<file path="config.mk">
export PLATFORM = sky130hd
export DESIGN_NAME = start_interlock
export DESIGN_NICKNAME = d
export VERILOG_FILES = /design/src/rtl/start_lock_pkg.sv /design/src/rtl/start_interlock.sv /design/src/rtl/input_function_map.sv /design/src/rtl/edit_lock_gate.sv
export SDC_FILE = /design/constraint.sdc
export NUM_CORES = 1
export LEC_CHECK = 0
export BUFFER_PORTS_ARGS = -buffer_cell sky130_fd_sc_hd__buf_2
export CAP_MARGIN = 20
export CORE_AREA = 2 2 95 97
export DETAILED_ROUTE_END_ITERATION = 16
export DIE_AREA = 0 0 97 99
export PLACE_DENSITY = 0.85
export SLEW_MARGIN = 10
export SYNTH_ARGS = -nofsm -noshare
export SYNTH_HDL_FRONTEND = slang
export SYNTH_SLANG_ARGS = --single-unit
export TNS_END_PERCENT = 1
</file>
<file path="constraint.sdc">
create_clock -name SYS_CLK -period 3.77 [get_ports SYS_CLK]
set_input_delay 0.377 -clock SYS_CLK [delete_from_list [all_inputs] [get_ports SYS_CLK]]
set_output_delay 0.377 -clock SYS_CLK [all_outputs]
set_load 0.005 [all_outputs]
</file>
<file path="src/rtl/start_lock_pkg.sv">
// Shared constants for the start interlock and edit lock block.
// Assumes a single 50 MHz clock domain and an AHB-Lite register port.
package start_lock_pkg;

  // Terminal and selector geometry
  localparam int NUM_TERMS = 5;              // Programmable input terminals
  localparam int SEL_W     = 6;              // Width of one function selector
  localparam int SELS_W    = NUM_TERMS * SEL_W;

  // Input function codes
  localparam logic [SEL_W-1:0] FUNC_GUARD     = 6'h0d;  // Start interlock
  localparam logic [SEL_W-1:0] FUNC_EDIT_LOCK = 6'h0f;  // Edit lock
  localparam logic [SEL_W-1:0] FUNC_NONE      = 6'h3f;  // Terminal unused

  // Error codes shown while tripped
  localparam logic [7:0] ERR_NONE      = 8'h00;
  localparam logic [7:0] ERR_UNDERVOLT = 8'h09;
  localparam logic [7:0] ERR_GUARD     = 8'h0d;

  // Register map (byte addresses)
  localparam int         ADDR_W     = 8;
  localparam logic [7:0] OFS_SELECT = 8'h00;  // Input function selectors
  localparam logic [7:0] OFS_SCOPE  = 8'h04;  // Lock scope setting
  localparam logic [7:0] OFS_STATUS = 8'h08;  // Drive status, read only
  localparam logic [7:0] OFS_FREQ   = 8'h0c;  // Stored output frequency

  // Values after reset: terminal 1 guard, terminal 2 edit lock, rest unused
  localparam logic [SELS_W-1:0] SELECT_RESET = 30'h3ffff3cd;

  // Lock scope encodings
  typedef enum logic [1:0] {
    SCOPE_TERM_FREQ_FREE = 2'h0,  // Terminal locks all but frequency
    SCOPE_TERM_ALL       = 2'h1,  // Terminal locks everything
    SCOPE_OPER_ALL       = 2'h2,  // Locked by setting, everything
    SCOPE_OPER_FREQ_FREE = 2'h3   // Locked by setting, frequency free
  } scope_t;
  localparam logic [1:0] SCOPE_RESET = 2'h0;

  // Parameter store
  localparam int             PARAM_AW   = 4;
  localparam int             PARAM_DW   = 16;
  localparam logic [3:0]     FREQ_INDEX = 4'h0;
  localparam logic [15:0]    PARAM_RESET = 16'h0000;

  // Status register bit positions
  localparam int STAT_RUN_BIT   = 0;
  localparam int STAT_TRIP_BIT  = 1;
  localparam int STAT_LOCK_BIT  = 2;
  localparam int STAT_GUARD_BIT = 3;
  localparam int STAT_HOLD_BIT  = 4;
  localparam int STAT_CODE_LSB  = 8;

  // Drive sequencing states
  typedef enum logic [4:0] {
    ST_POWERUP    = 5'h01,
    ST_STOP       = 5'h02,
    ST_RUN        = 5'h04,
    ST_TRIP       = 5'h08,
    ST_RESET_HOLD = 5'h10
  } drive_state_t;

endpackage

</file>
<file path="src/rtl/start_interlock.sv">
// Start interlock sequencer and edit lock control with AHB-Lite registers.
// Assumes synchronous inputs, one clock, zero-wait AHB-Lite slave port.
//
// What this block does
// [RQ1] Guard off: run at power-up if commanded
// [RQ2] Guard on, run at power-up: trip code 13
// [RQ3] Run off or reset clears interlock trip
// [RQ4] Fresh run command after clearing starts output
// [RQ5] Function code 13 selects the start guard
// [RQ6] Reset with run still high restarts output
// [RQ7] Undervoltage trip reset re-applies the guard
// [RQ8] Controller waits three seconds before run; term_partner adds no wait and the bench holds run through power-up
// [RQ9] Edit lock input blocks parameter edits
// [RQ10] Lock off: edits accepted and stored
// [RQ11] Scope setting decides frequency exemption
// [RQ12] Scope setting can lock without terminal
// [RQ13] Functions assignable to any of five terminals
// [RQ14] Reset held 12 ms, alarm clears promptly
`timescale 1ns/100ps
module start_interlock
  import start_lock_pkg::*;
(
  input  wire logic                           SYS_CLK,       // System clock
  input  wire logic                           RESET_N,       // Async reset, low
  input  wire logic                           CE,            // Clock enable
  // Terminals and drive events
  input  wire logic [start_lock_pkg::NUM_TERMS-1:0] TERM_IN, // Terminal levels
  input  wire logic                           RUN_CMD,       // Run command level
  input  wire logic                           POWER_GOOD,    // Power-up complete
  input  wire logic                           FAULT_RESET_IN, // Reset terminal
  input  wire logic                           KEY_STOP_RESET, // Keypad reset pulse
  input  wire logic                           UNDERVOLT,     // Undervoltage event
  // Parameter edits from keypad or remote device
  input  wire logic                           EDIT_REQ,      // Edit request pulse
  input  wire logic [start_lock_pkg::PARAM_AW-1:0] EDIT_ADDR, // Parameter index
  input  wire logic [start_lock_pkg::PARAM_DW-1:0] EDIT_DATA, // New value
  output      logic                           EDIT_ACCEPT,   // Edit stored
  output      logic                           EDIT_REJECT,   // Edit refused
  output      logic [start_lock_pkg::PARAM_DW-1:0] FREQ_SET, // Stored frequency
  // Drive status
  output      logic                           DRIVE_ON,      // Output running
  output      logic                           ALARM,         // Trip alarm
  output      logic [7:0]                     ERROR_CODE,    // Active error code
  // AHB-Lite slave
  input  wire logic                           HSEL,
  input  wire logic [start_lock_pkg::ADDR_W-1:0] HADDR,
  input  wire logic [1:0]                     HTRANS,
  input  wire logic                           HWRITE,
  input  wire logic [2:0]                     HSIZE,
  input  wire logic [31:0]                    HWDATA,
  input  wire logic                           HREADY,
  output      logic                           HREADYOUT,
  output      logic                           HRESP,
  output      logic [31:0]                    HRDATA
);

  // Register state
  logic [SELS_W-1:0] select_reg;             // Function selectors
  logic [SELS_W-1:0] select_next;
  logic [1:0]        scope_reg;              // Lock scope setting
  logic [1:0]        scope_next;
  logic [31:0]       rdata_reg;              // Read data for data phase
  logic [31:0]       rdata_next;

  // Bus phase capture
  logic              wr_pend_reg;            // Write data phase pending
  logic [ADDR_W-1:0] wr_addr_reg;            // Captured write address
  logic              addr_phase;             // Valid transfer taken
  logic              wr_select;              // Data phase hits selectors
  logic              wr_scope;               // Data phase hits scope

  // Drive sequencing
  drive_state_t      state_reg;              // Current drive state
  drive_state_t      state_next;
  logic [7:0]        code_reg;               // Latched error code
  logic [7:0]        code_next;
  logic              rs_prev_reg;            // Reset terminal last level
  logic              rs_rise;                // Reset terminal onset

  // Decoded input functions
  logic              guard_on;               // Start guard terminal ON
  logic              lock_on;                // Edit lock terminal ON
  logic              lock_any;               // Any edit lock in force
  logic [31:0]       status_word;            // Status read value

  // Terminal function decode
  input_function_map #(
    .NT (NUM_TERMS),
    .SW (SEL_W)
  ) u_map (
    .terms     (TERM_IN),
    .selectors (select_reg),
    .guard_on  (guard_on),
    .lock_on   (lock_on)
  );

  // Parameter store behind the edit lock
  edit_lock_gate #(
    .AW (PARAM_AW),
    .DW (PARAM_DW)
  ) u_gate (
    .clk         (SYS_CLK),
    .rst_n       (RESET_N),
    .ce          (CE),
    .edit_req    (EDIT_REQ),
    .edit_addr   (EDIT_ADDR),
    .edit_data   (EDIT_DATA),
    .term_lock   (lock_on),
    .scope       (scope_reg),
    .edit_accept (EDIT_ACCEPT),
    .edit_reject (EDIT_REJECT),
    .freq_value  (FREQ_SET),
    .lock_any    (lock_any)
  );

  // ---- Bus decode ----

  // Transfer accepted in address phase; slave frozen while CE is low
  assign addr_phase = HSEL & HREADY & HTRANS[1] & CE;
  assign wr_select  = wr_pend_reg & (wr_addr_reg == OFS_SELECT);
  assign wr_scope   = wr_pend_reg & (wr_addr_reg == OFS_SCOPE);

  // Selector and scope writes take the low bits of the word
  assign select_next = wr_select ? HWDATA[SELS_W-1:0] : select_reg;  // see [RQ13]
  assign scope_next  = wr_scope  ? HWDATA[1:0]        : scope_reg;   // see [RQ11]

  // Status word: run, trip, lock, guard, reset hold, error code
  assign status_word = {16'h0000, code_reg, 3'h0,
                        (state_reg == ST_RESET_HOLD),
                        guard_on, lock_any,
                        (state_reg == ST_TRIP),
                        (state_reg == ST_RUN)};

  // Read mux; unmapped addresses read as zero
  assign rdata_next =
    (HADDR == OFS_SELECT) ? {{(32-SELS_W){1'b0}}, select_reg} :
    (HADDR == OFS_SCOPE)  ? {30'h0, scope_reg} :
    (HADDR == OFS_STATUS) ? status_word :
    (HADDR == OFS_FREQ)   ? {{(32-PARAM_DW){1'b0}}, FREQ_SET} :
                            32'h0000_0000;

  // Zero wait state, always OKAY; stalls while frozen
  assign HREADYOUT = CE;
  assign HRESP     = 1'b0;
  assign HRDATA    = rdata_reg;

  // Address phase capture
  always_ff @(posedge SYS_CLK or negedge RESET_N) begin
    if (!RESET_N) begin
      wr_pend_reg <= 1'b0;
      wr_addr_reg <= '0;
    end else if (CE) begin
      wr_pend_reg <= addr_phase & HWRITE;
      wr_addr_reg <= HADDR;
    end
  end

  // Read data latched in address phase
  always_ff @(posedge SYS_CLK or negedge RESET_N) begin
    if (!RESET_N) begin
      rdata_reg <= 32'h0000_0000;
    end else if (CE && addr_phase && !HWRITE) begin
      rdata_reg <= rdata_next;
    end
  end

  // Configuration registers
  always_ff @(posedge SYS_CLK or negedge RESET_N) begin
    if (!RESET_N) begin
      select_reg <= SELECT_RESET;
      scope_reg  <= SCOPE_RESET;
    end else if (CE) begin
      select_reg <= select_next;
      scope_reg  <= scope_next;
    end
  end

  // ---- Drive sequencing ----

  // Onset of the fault reset terminal
  assign rs_rise = FAULT_RESET_IN & ~rs_prev_reg;

  // Next state and error code
  always_comb begin
    state_next = state_reg;
    code_next  = code_reg;
    unique case (state_reg)
      // Wait for power-up, then check the run command
      ST_POWERUP: begin
        if (POWER_GOOD) begin
          if (RUN_CMD && guard_on) begin
            state_next = ST_TRIP;                // see [RQ2]
            code_next  = ERR_GUARD;              // see [RQ5]
          end else if (RUN_CMD) begin
            state_next = ST_RUN;                 // see [RQ1]
          end else begin
            state_next = ST_STOP;
          end
        end
      end
      // Stopped; a run command starts the output
      ST_STOP: begin
        if (UNDERVOLT) begin
          state_next = ST_TRIP;
          code_next  = ERR_UNDERVOLT;
        end else if (RUN_CMD) begin
          state_next = ST_RUN;                   // see [RQ4]
        end
      end
      // Running; run off stops, undervoltage trips
      ST_RUN: begin
        if (UNDERVOLT) begin
          state_next = ST_TRIP;
          code_next  = ERR_UNDERVOLT;
        end else if (!RUN_CMD) begin
          state_next = ST_STOP;
        end
      end
      // Tripped; reset onset clears the alarm at once
      ST_TRIP: begin
        if (rs_rise) begin
          state_next = ST_RESET_HOLD;            // see [RQ14]
        end else if (KEY_STOP_RESET) begin
          state_next = ST_STOP;                  // see [RQ3]
          code_next  = ERR_NONE;
        end else if (code_reg == ERR_GUARD && !RUN_CMD) begin
          state_next = ST_STOP;                  // see [RQ3]
          code_next  = ERR_NONE;
        end
      end
      // Reset held; act on its release
      ST_RESET_HOLD: begin
        if (!FAULT_RESET_IN) begin
          code_next = ERR_NONE;
          if (code_reg == ERR_UNDERVOLT && guard_on && RUN_CMD) begin
            state_next = ST_TRIP;                // see [RQ7]
            code_next  = ERR_GUARD;
          end else if (RUN_CMD) begin
            state_next = ST_RUN;                 // see [RQ6]
          end else begin
            state_next = ST_STOP;                // see [RQ3]
          end
        end
      end
    endcase
  end

  // Drive state registers
  always_ff @(posedge SYS_CLK or negedge RESET_N) begin
    if (!RESET_N) begin
      state_reg   <= ST_POWERUP;
      code_reg    <= ERR_NONE;
      rs_prev_reg <= 1'b0;
    end else if (CE) begin
      state_reg   <= state_next;
      code_reg    <= code_next;
      rs_prev_reg <= FAULT_RESET_IN;
    end
  end

  // Outputs straight from state flops
  assign DRIVE_ON   = (state_reg == ST_RUN);
  assign ALARM      = (state_reg == ST_TRIP);
  assign ERROR_CODE = code_reg;

endmodule // start_interlock

</file>
<file path="src/rtl/input_function_map.sv">
// Maps the five programmable terminals onto their assigned functions.
// Assumes terminal levels already synchronous to the system clock.
`timescale 1ns/100ps
module input_function_map
  import start_lock_pkg::*;
#(
  parameter int NT = 5,                      // Number of terminals
  parameter int SW = 6                       // Selector width
) (
  input  wire logic [NT-1:0]    terms,       // Terminal levels, high is ON
  input  wire logic [NT*SW-1:0] selectors,   // One selector per terminal
  output      logic             guard_on,    // Start interlock input ON
  output      logic             lock_on      // Edit lock input ON
);

  // True when any ON terminal carries the given function code
  function automatic logic func_active(input logic [SW-1:0] code,
                                       input logic [NT-1:0] lv,
                                       input logic [NT*SW-1:0] sel);
    logic hit;
    hit = 1'b0;
    for (int i = 0; i < NT; i++) begin
      if (lv[i] && (sel[i*SW +: SW] == code)) begin
        hit = 1'b1;
      end
    end
    return hit;
  endfunction

  // Any terminal may carry either function (see [RQ13])
  assign guard_on = func_active(SW'(FUNC_GUARD), terms, selectors);     // see [RQ5]
  assign lock_on  = func_active(SW'(FUNC_EDIT_LOCK), terms, selectors); // see [RQ9]

endmodule // input_function_map

</file>
<file path="src/rtl/edit_lock_gate.sv">
// Parameter store with edit lock gating for keypad and remote edits.
// Assumes one edit request pulse per accepted edit, synchronous inputs.
`timescale 1ns/100ps
module edit_lock_gate
  import start_lock_pkg::*;
#(
  parameter int AW = 4,                      // Parameter index width
  parameter int DW = 16                      // Parameter word width
) (
  input  wire logic          clk,            // System clock
  input  wire logic          rst_n,          // Asynchronous reset, low
  input  wire logic          ce,             // Clock enable
  input  wire logic          edit_req,       // Edit request pulse
  input  wire logic [AW-1:0] edit_addr,      // Parameter index
  input  wire logic [DW-1:0] edit_data,      // New value
  input  wire logic          term_lock,      // Edit lock terminal ON
  input  wire logic [1:0]    scope,          // Lock scope setting
  output      logic          edit_accept,    // Edit stored, pulse
  output      logic          edit_reject,    // Edit refused, pulse
  output      logic [DW-1:0] freq_value,     // Stored output frequency
  output      logic          lock_any        // Some lock in force
);

  logic [DW-1:0] param_mem [2**AW];          // Parameter words
  logic          accept_reg;                 // Accept pulse flop
  logic          reject_reg;                 // Reject pulse flop
  logic          is_freq;                    // Edit targets frequency
  logic          freq_free;                  // Scope exempts frequency
  logic          locked;                     // This edit is blocked

  // Lock decode; the setting alone can lock (see [RQ12])
  assign lock_any  = term_lock | scope[1];
  assign freq_free = (scope == SCOPE_TERM_FREQ_FREE) |
                     (scope == SCOPE_OPER_FREQ_FREE);         // see [RQ11]
  assign is_freq   = (edit_addr == AW'(FREQ_INDEX));
  assign locked    = lock_any & ~(is_freq & freq_free);       // see [RQ9]

  // Verdict pulses, one cycle after the request
  always_ff @(posedge clk or negedge rst_n) begin
    if (!rst_n) begin
      accept_reg <= 1'b0;
      reject_reg <= 1'b0;
    end else if (ce) begin
      accept_reg <= edit_req & ~locked;
      reject_reg <= edit_req & locked;
    end
  end

  // Store only unlocked edits (see [RQ10])
  always_ff @(posedge clk or negedge rst_n) begin
    if (!rst_n) begin
      for (int i = 0; i < 2**AW; i++) begin
        param_mem[i] <= DW'(PARAM_RESET);
      end
    end else if (ce && edit_req && !locked) begin
      param_mem[edit_addr] <= edit_data;
    end
  end

  assign edit_accept = accept_reg;
  assign edit_reject = reject_reg;
  assign freq_value  = param_mem[FREQ_INDEX];

endmodule // edit_lock_gate

</file>
### Word-level counts from Yosys, hierarchy flattened

Index checks and enable logic that the tools add are counted.

* div/mod/pow operators: 0
* $add $sub $neg: 0
* muxes and demuxes: 39
* reduce and logical (&&, ||, !) cells: 31
* eq/ne operators: 31
* $lt $le $gt $ge: 2
* shifts and indexed selects: 0
* bitwise logic cells: 17
* $mul: 0

Operators with widths (number)
* $bwmux W256: 1
* $demux W16 S4: 1
* $mux W16: 4
* $eq A6 B4 Y1 const B: 10
* $mux W8: 7
* $mux W5: 10
* $eq A8 B4 Y1 const B: 4
* $pmux W8 S4: 1
* $mux W30: 1
* $pmux W5 S5: 1
* $logic_and A1 B1 Y1: 19
* $eq A8 B3 Y1 const B: 2
* $logic_not A8 Y1: 2
* $and A1 B1 Y1: 11
* $mux W1: 10
* $mux W4: 2
* $ne A2 B2 Y1 const B: 4
* $reduce_and A7 Y1: 1
* $ne A3 B3 Y1 const B: 2
* $reduce_and A6 Y1: 1
* $eq A5 B1 Y1 const B: 1
* $eq A5 B2 Y1 const B: 1
* $eq A5 B3 Y1 const B: 1
* $eq A5 B4 Y1 const B: 1
* 16 further kinds: 22

* ROM bits: 0
* latch bits: 0
* output and inout port bits: 62
* memories kept: 0
* memory bits (writable): 0
* input port bits: 82
* word-level logic and storage cells: 146
* flip-flop bits (word level): 345

### Logic depth before layout (Yosys ltp)

Gate-level depths: netlist of run 1.

* depth after elaboration: 12
* mapped depth: 8
* gate-level depth less buffers: 6

### Modules after synthesis

Synthesis of run 1 repeated with hierarchy kept, for this count alone.

* cell total of the unflattened synthesis: 352
* area total of the unflattened synthesis: 4510.6 um2

Modules (own cells, without submodules)
* start_interlock: cells each 284, instances 1, area an instance 3563.4 um2, sequential area each 2009.4 um2
* edit_lock_gate: cells each 47, instances 1, area an instance 789.5 um2, sequential area each 450.4 um2
* input_function_map: cells each 21, instances 1, area an instance 157.7 um2, sequential area each 0.0 um2

### Worst setup path before layout of run 1

OpenSTA, ideal clock, no wires.

* kind: register -> register
* start point: reg select_reg[29]
* end point: reg u_gate.param_mem (netlist bit u_gate.freq_value[10])
* arrival time: 1953 ps
* setup slack: 1692 ps
* cell stages (with the launch flop): 9
* required time: 3645 ps
* path through: dfstp_2 > and4b_1 > nand3b_1 > a2bb2oi_2 > o211ai_2 > a2111o_1 > buf_6 > buf_8 > mux2_2

* cells in the longest elaborated chain, start to end: 7

Ends and longest elaborated chain
* start: declaration: line start_interlock.sv:58 `logic [SELS_W-1:0] select_reg;`
* start signal: assignment: line start_interlock.sv:173 `select_reg <= select_next;`
* $eq A6 B4 Y1: line input_function_map.sv:23 `if (lv[i] && (sel[i*SW +: SW] == code)) begin`
* $logic_and A1 B1 Y1: line input_function_map.sv:23
* $mux W1: line input_function_map.sv:23
* $or A1 B1 Y1: line edit_lock_gate.sv:32 `assign lock_any = term_lock | scope[1];`
* $and A1 B1 Y1: line edit_lock_gate.sv:36 `assign locked = lock_any & ~(is_freq & freq_free);`
* $logic_not A1 Y1: line edit_lock_gate.sv:55 `end else if (ce && edit_req && !locked) begin`
* $logic_and A1 B1 Y1: line edit_lock_gate.sv:55
* end signal: indexed assignment: line edit_lock_gate.sv:53 `param_mem[i] <= DW'(PARAM_RESET);`
* end signal: indexed assignment: line edit_lock_gate.sv:56 `param_mem[edit_addr] <= edit_data;`
* end: declaration: line edit_lock_gate.sv:24 `logic [DW-1:0] param_mem [2**AW];`

No other way between the ends.
A chain may end at the register's enable or synchronous reset.

### Worst setup path in the final report of run 1

* start point: reg select_reg[6]
* end point: reg u_gate.param_mem (netlist bit u_gate.freq_value[15])

* cells in the longest elaborated chain, start to end: 10

Ends and longest elaborated chain (line)
* $eq A6 B4 Y1: input_function_map.sv:23
* $logic_and A1 B1 Y1: input_function_map.sv:23
* $mux W1 (4 in series): input_function_map.sv:23
* $or A1 B1 Y1: edit_lock_gate.sv:32
* $and A1 B1 Y1: edit_lock_gate.sv:36
* $logic_not A1 Y1: edit_lock_gate.sv:55
* $logic_and A1 B1 Y1: edit_lock_gate.sv:55

No other way between the ends.

==> results of run 1 <==
worst paths after layout:
check,startpoint,to,depth (start not counted)
min in group asynchronous,RESET_N,u_gate.freq_value[8]$_DFFE_PN0P_,2
worst max-delay path,select_reg[6]$_DFFE_PN1P_,u_gate.freq_value[15]$_DFFE_PN0P_,6
max in group asynchronous,RESET_N,select_reg[29]$_DFFE_PN1P_,4
worst min register to register,HRDATA[0]$_DFFE_PN0P_,HRDATA[0]$_DFFE_PN0P_,2
worst max register to register,select_reg[6]$_DFFE_PN1P_,u_gate.freq_value[15]$_DFFE_PN0P_,6
worst min-delay path,HWDATA[19],select_reg[19]$_DFFE_PN1P_,3
through the flow:
step / total power [mW] / setup slack [ns] / cell area [sq um] / std cells / util, %
final: 2.428 / 1.147 / 5441 / 613 / 63.64
after global routing: 2.574 / 1.003 / 5441 / 613 / 63.64
after CTS: 2.435 / 1.106 / 5404 / 611 / 63.20
after detailed placement: 1.800 / 1.107 / 5219 / 595 / 61.03
after global placement: 1.774 / 1.151 / 5219 / 595 / 61.03
after floorplan: 1.611 / 1.692 / 4591 / 386 / -
cells by family (layout without fill, tap and decap cells):
group | Yosys count | count (layout)
muxes | 59 | 59
DFF | 97 | 97
other | 1 | 8
and+or+nand+nor | 88 | 88
xor gates and xnor gates | 3 | 3
buffers and inverters | 51 | 170
AOI/OAI and AO/OA | 80 | 80
worst max-delay path: stages (launching register included):
cell	delay (ns)
dfstp_2	0.56
nand4b_1	0.12
nor3b_1	0.38
a22oi_1	0.17
o211ai_2	0.16
a2111o_1	0.70
mux2_2	0.41
cell usage in the layout (no fill, tap or decap), types with 3 or more instances in the layout:
master and n:
buf_2 128, nand3_1 4, inv_1 19, dfstp_2 26, a221o_1 5, dfrtp_1 71, mux2_2 55, nand4b_1 3
nor2b_1 6, buf_4 5, conb_1 8, o22ai_1 4, nor3b_1 5, nand2b_1 4, mux2i_1 3, nor4_1 3
and4b_1 3, a222oi_1 8, nand2_1 23, a22oi_1 6, nor2_1 13, o21ai_0 14, a21oi_1 10, a22o_1 15
nor3_1 6, clkbuf_8 9
cells in the mapped netlist, drive strengths merged, types with 3 or more instances:
cell type	n	area, sq um
a22o	15	131.4
nand2b	4	25.02
nand3	4	20.02
nor2b	6	37.54
a22oi	6	45.04
buf	22	162.7
inv	19	71.32
mux2	55	619.3
dfstp	26	683.2
or3b	3	26.28
o22ai	4	25.02
a222oi	8	80.08
nand2	23	86.33
nor2	13	48.80
nand4b	3	26.28
and4b	3	30.03
mux2i	3	30.03
nor3b	6	50.05
nor3	6	30.03
clkbuf	10	37.54
o21ai	14	70.07
dfrtp	71	1777
nor4	5	52.55
a221o	5	50.05
a21oi	10	50.05
routing by layer:
metal	up-vias	part of all wire, %	track usage [%]	wire, microns
met5	-	0	0	0
met1	1707	42	30.35	4530
met3	17	8.5	6.738	911
li1	1621	-	-	-
met4	0	1.6	7.367	176
met2	169	47	37.13	5052
area by class of cell:
type,instances,area share (%)
clock inverters,7,1.127
repair buffers,135,13.15
clock buffers,9,2.276
multi-input cells,238,34.44
flip-flops and latches,97,45.21
well taps,108,2.483
inverters,19,1.311
power groups by stage:
| stage | combinational, mW | sequential, mW | clock (mW) |
|---|---|---|---|
| final | 0.532 | 1.26 | 0.635 |
| after global routing | 0.593 | 1.28 | 0.704 |
| after CTS | 0.526 | 1.26 | 0.651 |
| after detailed placement | 0.523 | 1.28 | 0 |
| after global placement | 0.504 | 1.27 | 0 |
| after floorplan | 0.400 | 1.21 | 0 |
==> impl_metrics.json, run 1 <==
{
  "post_synth.cell_area_avg_sq_um": 12.04,
  "post_synth_fa_ha_maj_area_fraction_pct": 0,
  "proportion_of_register_bits_with_asynchronous_set_or_reset_after_synthesis_pct": 100.0,
  "worstMarginPinSlew_ns": 0.7660,
  "die_height_microns": 99,
  "cts_hold_repair.buffers": 0,
  "worstSetupPathType": "register to register",
  "synth_cell_types": 60,
  "grt_first_pass_wirelength_microns": 17660,
  "clock-skew-final_ns": 0.01513,
  "start_kind": "register",
  "cts_tree": "built",
  "coreArea_sq_um": 8551,
  "reg2reg_setup_slack_ns": 1.15,
  "grt_setup_unrepaired": "false",
  "multiInputGateArea_sq_um": 1874,
  "fp.dieW_microns": 97,
  "start_util_pct": 53.38,
  "synthesis.area_sq_um": 4564,
  "dieArea_sq_um": 9603,
  "power.static_leakage_nw": 2.728,
  "overall_via_count_from_detail_route": 3514,
  "grt_start_max_net_pins": 88,
  "fin_tns_setup_ns": 0,
  "numCtsBuffers": 9,
  "power.combinational.fraction_pct": 21.9,
  "first_global_vias": 3460,
  "critical_path_arrival_ns": 2.86,
  "cellInternalPower_mw": 1.653,
  "clock-root-buffer": "clkbuf_8",
  "weighted_congestion_at_the_end_of_routability_driven_global_placement": 0.8910,
  "worst_slew_margin_rel_pct": 48.93,
  "most_used_flip_flop_cell_after_synthesis": "dfrtp_1",
  "top_level_ports": 144,
  "per_cell_via_count_in_the_routed_design": 5.732,
  "routedWlPerCell_microns": 17.41,
  "post_cts.repair.setup_buffers": 0,
  "detailedRoute.firstPassIterationCount": 5,
  "final_layout_size_suffix_gt1_share_pct": 47.72,
  "ff_latch_count_synth": 97,
  "timing.hold.ws_ns": 0.2161,
  "sequential_cell_area_sq_um": 2460,
  "synth-xor-area-share_pct": 0.5757,
  "p_clk_share_pct": 26.1,
  "drt-total-wl_microns": 10670,
  "filler_cell_count": 675,
  "drv_slew": 0,
  "nNetsFinal": 582,
  "max_freq_mhz": 381.3,
  "peakVddDrop_mv": 0.2427,
  "globalRoute.totalOverflow": 0,
  "synth_mux_area_share_pct": 14.72,
  "area.growth.synth_to_final_pct": 19.22,
  "synth-edff-count": 0,
  "critPathCaptureType": "register",
  "ys_seq_area_share_pct": 53.89,
  "hp-class": "input pin to register",
  "run_status": "completed",
  "antennaDiodeCount": 0,
  "groute.usage.overall_pct": 23.03,
  "timing.critical_path.fanout_max": 16,
  "largest_family_of_logic_cells_by_synthesized_area": "multiplexers",
  "worst_ep_required_time_ns": 4.01,
  "powerDensity_nw_per_um2": 446.3,
  "synthesized_area_fraction_occupied_by_ao_oa_aoi_and_oai_cells_pct": 13.49,
  "post-dp-hpwl_microns": 7591,
  "clk_pin_slew_ns": 0.10,
  "cts_max_path_buffers": 2,
  "clk-insertion-delay-late_ns": 0.36,
  "p_sw_uw": 775.2,
  "count_of_cells_resized_by_post_cts_repair": 0,
  "antenna_found_initial": 0,
  "drtIter0Drc": 262,
  "cts_num_sinks": 97,
  "io_buffer_count": 129,
  "power.switching_fraction_pct": 31.93,
  "postRouteAntennaNets": 0,
  "drcViolationCount": 0,
  "final-hold-violation-count": 0,
  "seq_power_share_pct": 51.9,
  "final.min_clock_period_ns": 2.623,
  "simple_gate_share_of_the_synthesized_area_pct": 11.29,
  "htree_levels": 3,
  "crit_share_post_route_pct": 69.57,
  "max_cap_viol_count": 0,
  "rows": 34,
  "setup_violators_final": 0,
  "synthCells": 379,
  "yosysWarnings": 0
}
Power figures use the tool's default switching activity.
==> run 2: changes to the inputs <==
CORE_AREA = 2 2 98 100   (was 2 2 95 97)
DIE_AREA = 0 0 100 102   (was 0 0 97 99)
PLACE_DENSITY = 0.81   (was 0.85)
clock period = 2.7 ns   (was 3.77 ns; I/O delays follow)
==> run 2 against run 1 <==
  * Global-route usage shrank 1.5 points
  * Worst setup slack lost 0.74 ns
  * Via count is the same
  * Highest routed layer unchanged
  * Flip-flop and latch count is the same
  * Largest power group unchanged
==> impl_metrics.json, run 2 (synthesized netlist as in run 1, its figures left out) <==
{
  "worst_slew_margin_rel_pct": 60.91,
  "clk-insertion-delay-late_ns": 0.36,
  "crit_share_post_route_pct": 85.06,
  "rr_startpoint": "state_reg[3]$_DFFE_PN0P_",
  "first_global_vias": 3472,
  "worst_path_dominant_cell_family": "simple AND/OR/NAND/NOR gates",
  "peak_per_stage_delay_on_the_critical_path_ns": 0.53,
  "worst_ep_required_time_ns": 2.97,
  "globalRoute.totalOverflow": 0,
  "worstSetupPathType": "register to register",
  "final-hold-violation-count": 0,
  "powerDensity_nw_per_um2": 628.0,
  "cpMaxStageDelayCell": "dfrtp_1",
  "die_height_microns": 102,
  "power.static_leakage_nw": 2.741,
  "max_freq_mhz": 435.4,
  "critical_path_arrival_ns": 2.57,
  "timing.rr.end": "state_reg[3]$_DFFE_PN0P_",
  "holdPathStages": 3,
  "cp_cell_sequence": "or3_1 > o41a_1 > nand2_1 > a221o_1 > and4b_1 > nor3_1",
  "run_status": "completed",
  "area.growth.synth_to_final_pct": 19.68,
  "cts_num_sinks": 97,
  "reg2reg_setup_slack_ns": 0.40,
  "post-dp-hpwl_microns": 7972,
  "top_metal_layer_carrying_routed_signals": "met4",
  "filler_cell_count": 760,
  "worstMarginPinSlew_ns": 0.5863,
  "htree_levels": 3,
  "worst-r2r-cell-count": 6,
  "routedWlPerCell_microns": 17.45,
  "drt-total-wl_microns": 10790,
  "fp.dieW_microns": 100,
  "hold_path_startpoint": "HWDATA[25]",
  "final.min_clock_period_ns": 2.297,
  "startpoint": "state_reg[3]$_DFFE_PN0P_",
  "top_level_ports": 144,
  "dp_cells": 601,
  "rows": 35,
  "groute.usage.overall_pct": 21.53,
  "setup_violators_final": 0,
  "coreArea_sq_um": 9109,
  "peakVddDrop_mv": 0.2806,
  "dr_wl_met3_microns": 872,
  "grt_start_max_net_pins": 54,
  "max_cap_viol_count": 0,
  "post_layout_nonfiller_instances": 618,
  "timing.critical_path.fanout_max": 12,
  "grt_setup_unrepaired": "false",
  "wirelength_met1_microns": 4561,
  "final_layout_size_suffix_gt1_share_pct": 47.93,
  "antenna_found_initial": 0,
  "min_delay_worst_endpoint": "select_reg[25]$_DFFE_PN1P_",
  "overall_via_count_from_detail_route": 3514,
  "dieArea_sq_um": 10200,
  "final_util_pct": 59.97,
  "clock-root-buffer": "clkbuf_8",
  "per_cell_via_count_in_the_routed_design": 5.686,
  "count_of_cells_resized_by_post_cts_repair": 0,
  "start_kind": "register",
  "fin_tns_setup_ns": 0,
  "clock-skew-final_ns": 0.01385,
  "drtIter0Drc": 299,
  "cts_tree": "built",
  "nNetsFinal": 584,
  "cts_max_path_buffers": 2,
  "final_design_area_no_fill_sq_um": 5463,
  "clk_pin_slew_ns": 0.10,
  "drv_slew": 0,
  "numCtsBuffers": 9,
  "dpl_cell_area_sq_um": 5258,
  "sequential_cell_area_sq_um": 2460,
  "antennaDiodeCount": 0,
  "drcViolationCount": 0,
  "layout_common_cells": "128 x buf_2, 71 x dfrtp_1, 55 x mux2_2",
  "grt_first_pass_wirelength_microns": 17150,
  "crit_buf_inv": 0,
  "critPathCaptureType": "register",
  "start_util_pct": 50.11,
  "detailedRoute.firstPassIterationCount": 5,
  "most_frequent_standard_cell_in_the_layout_excluding_fill_and_tap_cells": "buf_2",
  "met2WireLength_microns": 5219,
  "postRouteAntennaNets": 0,
  "hp-class": "input pin to register",
  "io_buffer_count": 129,
  "multiInputGateArea_sq_um": 1874,
  "weighted_congestion_at_the_end_of_routability_driven_global_placement": 0.8613
}
[run 2: changes by cell type in the layout (fill, tap and decap cells not counted)]
| cell | delta |
|---|---|
| buf_12 | +1 |
| buf_16 | -1 |
| buf_4 | +2 |
| clkbuf_8 | +1 |
| clkinv_2 | -1 |
| clkinv_4 | +1 |
| clkinvlp_4 | -1 |
[run 2: report_power, final]
part	total (mW)	switching [mW]	internal [mW]
Clock	0.911	0.529	0.381
Combinational	0.781	0.388	0.393
Sequential	1.74	0.168	1.57
Total	3.43	1.09	2.35
[run 2: worst max path at each step]
stage,end,slack [ns],cells past startpoint
finish,state_reg[3]$_DFFE_PN0P_,0.40,6
global placement,u_gate.freq_value[13]$_DFFE_PN0P_,0.50,7
detailed placement,state_reg[3]$_DFFE_PN0P_,0.46,6
floorplan,u_gate.freq_value[10]$_DFFE_PN0P_,0.62,8
CTS,u_gate.freq_value[8]$_DFFE_PN0P_,0.43,7
global route,u_gate.freq_value[8]$_DFFE_PN0P_,0.27,7
[run 2: metal layers]
metal / global-route usage, % / vias to the layer above
met5: 0 / -
met4: 6.112 / 0
met3: 5.609 / 13
met2: 34.93 / 160
met1: 28.93 / 1722
li1: - / 1619
[run 2: repair_timing]
item | CTS | global route
buffers inserted | 0 | 0
endpoints found under the hold margin | 34 | 0
hold buffers | 1 | 0
[run 2: cell type report]
cell class / count / area share, %
timing repair buffer: 137 / 13.24
tap: 111 / 2.542
sequential: 97 / 45.03
multi-input combinational: 238 / 34.31
inverter: 19 / 1.306
clock inverter: 6 / 1.054
clock buffer: 10 / 2.519
[run 2: per-stage QoR]
step	power [mW]	hold slack, ns	worst slack (ns)
after global placement	2.500	0.3105	0.4970
after detailed placement	2.543	0.3153	0.4634
after floorplan	2.250	-0.02559	0.6219
final	3.431	0.1269	0.4035
after global routing	3.626	0.1023	0.2712
after CTS	3.457	0.1127	0.4320
[run 2: worst register-to-register path: stages, from the launching register on]
cell,delay [ns]
dfrtp_1,0.53
or3_1,0.47
o41a_1,0.36
nand2_1,0.09
a221o_1,0.32
and4b_1,0.25
nor3_1,0.19
==> run 3: changes to the inputs <==
CAP_MARGIN = 5   (was 20)
CORE_AREA = 2 2 95 97   (was 2 2 98 100)
DIE_AREA = 0 0 97 99   (was 0 0 100 102)
PLACE_DENSITY = 0.85   (was 0.81)
RECOVER_POWER = 50   (was unset)
clock period = 2.89 ns   (was 2.7 ns; I/O delays follow)
==> run 3 against run 2 <==
  * Clock power grew 13%
  * Flip-flop and latch count is the same
  * Worst setup slack gained 0.16 ns
  * Hold slack lost 0.0011 ns
  * Routed wire length grew 1.5%
  * Via count grew 1.5%
  * Register-to-register slack gained 0.16 ns
  * Sequential share of layout area is essentially flat
==> impl_metrics.json, run 3 (synthesized netlist as in run 1, its figures left out) <==
{
  "io_buffer_count": 129,
  "critPathCaptureType": "register",
  "top_level_ports": 144,
  "weighted_congestion_at_the_end_of_routability_driven_global_placement": 0.8730,
  "filler_cell_count": 695,
  "drtIter0Drc": 202,
  "groute.usage.overall_pct": 23.11,
  "min_delay_worst_endpoint": "select_reg[19]$_DFFE_PN1P_",
  "max_cap_viol_count": 0,
  "setup_ws_ns": 0.5611,
  "start_kind": "register",
  "routedWlPerCell_microns": 17.82,
  "dp_cells": 597,
  "cts_num_sinks": 97,
  "cts_max_path_buffers": 2,
  "dp_slack_ns": 0.5905,
  "numCtsBuffers": 9,
  "die_height_microns": 99,
  "fp.dieW_microns": 97,
  "timing.hold.ws_ns": 0.1258,
  "layout_common_cells": "107 x buf_2, 71 x dfrtp_1, 55 x mux2_2",
  "first_global_vias": 3569,
  "worstMarginPinSlew_ns": 1.259,
  "power.static_leakage_nw": 2.665,
  "start_util_pct": 53.38,
  "area.growth.synth_to_final_pct": 19.65,
  "htree_levels": 3,
  "holdPathStages": 3,
  "coreArea_sq_um": 8551,
  "grt_start_max_net_pins": 52,
  "clock-skew-final_ns": 0.008014,
  "crit_share_post_route_pct": 80.58,
  "per_cell_via_count_in_the_routed_design": 5.811,
  "final_util_pct": 63.87,
  "final.min_clock_period_ns": 2.329,
  "final-hold-violation-count": 0,
  "grt_first_pass_wirelength_microns": 17790,
  "antennaDiodeCount": 0,
  "globalRoute.totalOverflow": 0,
  "antenna_found_initial": 0,
  "dieArea_sq_um": 9603,
  "met2WireLength_microns": 5207,
  "setup_violators_final": 0,
  "post_cts.repair.setup_buffers": 0,
  "worst_ep_required_time_ns": 3.15,
  "timing.critical_path.fanout_max": 16,
  "dpl_cell_area_sq_um": 5246,
  "clock-root-buffer": "clkbuf_8",
  "postRouteAntennaNets": 0,
  "critical_path_arrival_ns": 2.59,
  "rows": 34,
  "timing.rr.end": "u_gate.freq_value[14]$_DFFE_PN0P_",
  "drt-total-wl_microns": 10940,
  "top_metal_layer_carrying_routed_signals": "met4",
  "max_freq_mhz": 429.4,
  "worst-r2r-cell-count": 7,
  "cts_hold_repair.buffers": 1,
  "clk-insertion-delay-late_ns": 0.37,
  "detailedRoute.firstPassIterationCount": 5,
  "nNetsFinal": 583,
  "rr_startpoint": "select_reg[6]$_DFFE_PN1P_",
  "hold_path_startpoint": "HWDATA[19]",
  "final_layout_size_suffix_gt1_share_pct": 43.68,
  "wirelength_met1_microns": 4684,
  "hp-class": "input pin to register",
  "drv_slew": 0,
  "powerDensity_nw_per_um2": 616.0,
  "final_design_area_no_fill_sq_um": 5461,
  "worstSetupPathType": "register to register",
  "clk_pin_slew_ns": 0.10,
  "reg2reg_setup_slack_ns": 0.56,
  "cts_tree": "built",
  "count_of_cells_resized_by_post_cts_repair": 0,
  "totalPowerFinal_mw": 3.364,
  "post_layout_nonfiller_instances": 614,
  "fin_tns_setup_ns": 0,
  "worst_slew_margin_rel_pct": 16.04,
  "overall_via_count_from_detail_route": 3568,
  "post-dp-hpwl_microns": 7833,
  "most_frequent_standard_cell_in_the_layout_excluding_fill_and_tap_cells": "buf_2",
  "peakVddDrop_mv": 0.4492,
  "dr_wl_met3_microns": 906,
  "grt_setup_unrepaired": "false",
  "run_status": "completed",
  "drcViolationCount": 0
}
run 3: cell types whose count changed in the layout (fill, tap and decap cells not counted), moves of 2 or more:
cell       delta
buf_2        -21
clkbuf_1     +20
buf_4         -2
bufinv_16     +2
clkinv_4      -3
run 3: worst max-delay path, cell delays in order (launching register included):
cell and delay (ns):
dfstp_2 0.56, nand4b_1 0.14, nor3b_1 0.38, a22oi_1 0.16, o211ai_2 0.15, a2111o_1 0.18, buf_4 0.26, mux2_2 0.37
run 3: metal layers:
layer | up-vias | global-route usage (%)
met5 | - | 0
met1 | 1776 | 30.36
li1 | 1619 | -
met3 | 17 | 6.028
met4 | 0 | 7.042
met2 | 156 | 38.03
run 3: worst max-delay path by stage:
stage,depth (start not counted),startpoint,slack [ns],end
after global routing,7,select_reg[15]$_DFFE_PN1P_,0.47,u_gate.freq_value[5]$_DFFE_PN0P_
after floorplan,8,select_reg[29]$_DFFE_PN1P_,0.81,u_gate.freq_value[10]$_DFFE_PN0P_
after detailed placement,7,select_reg[6]$_DFFE_PN1P_,0.59,u_gate.freq_value[14]$_DFFE_PN0P_
after CTS,7,select_reg[6]$_DFFE_PN1P_,0.57,u_gate.freq_value[5]$_DFFE_PN0P_
after global placement,7,select_reg[6]$_DFFE_PN1P_,0.63,u_gate.freq_value[5]$_DFFE_PN0P_
final,7,select_reg[6]$_DFFE_PN1P_,0.56,u_gate.freq_value[14]$_DFFE_PN0P_
run 3: cell type report:
cell class / count / area [sq um] / area share (%)
well taps: 108 / 135.1 / 2.474
multi-input cells: 238 / 1874 / 34.32
flip-flops and latches: 97 / 2460 / 45.04
clock buffers: 10 / 137.6 / 2.520
repair buffers: 136 / 686.9 / 12.58
inverters: 19 / 71.32 / 1.306
clock inverters: 6 / 96.34 / 1.764
run 3: report_power, final:
part	internal (mW)	switching [mW]	leakage, nW	total (mW)
registers	1.47	0.175	1.21	1.64
clock network	0.524	0.505	0.115	1.03
logic	0.353	0.340	1.34	0.693
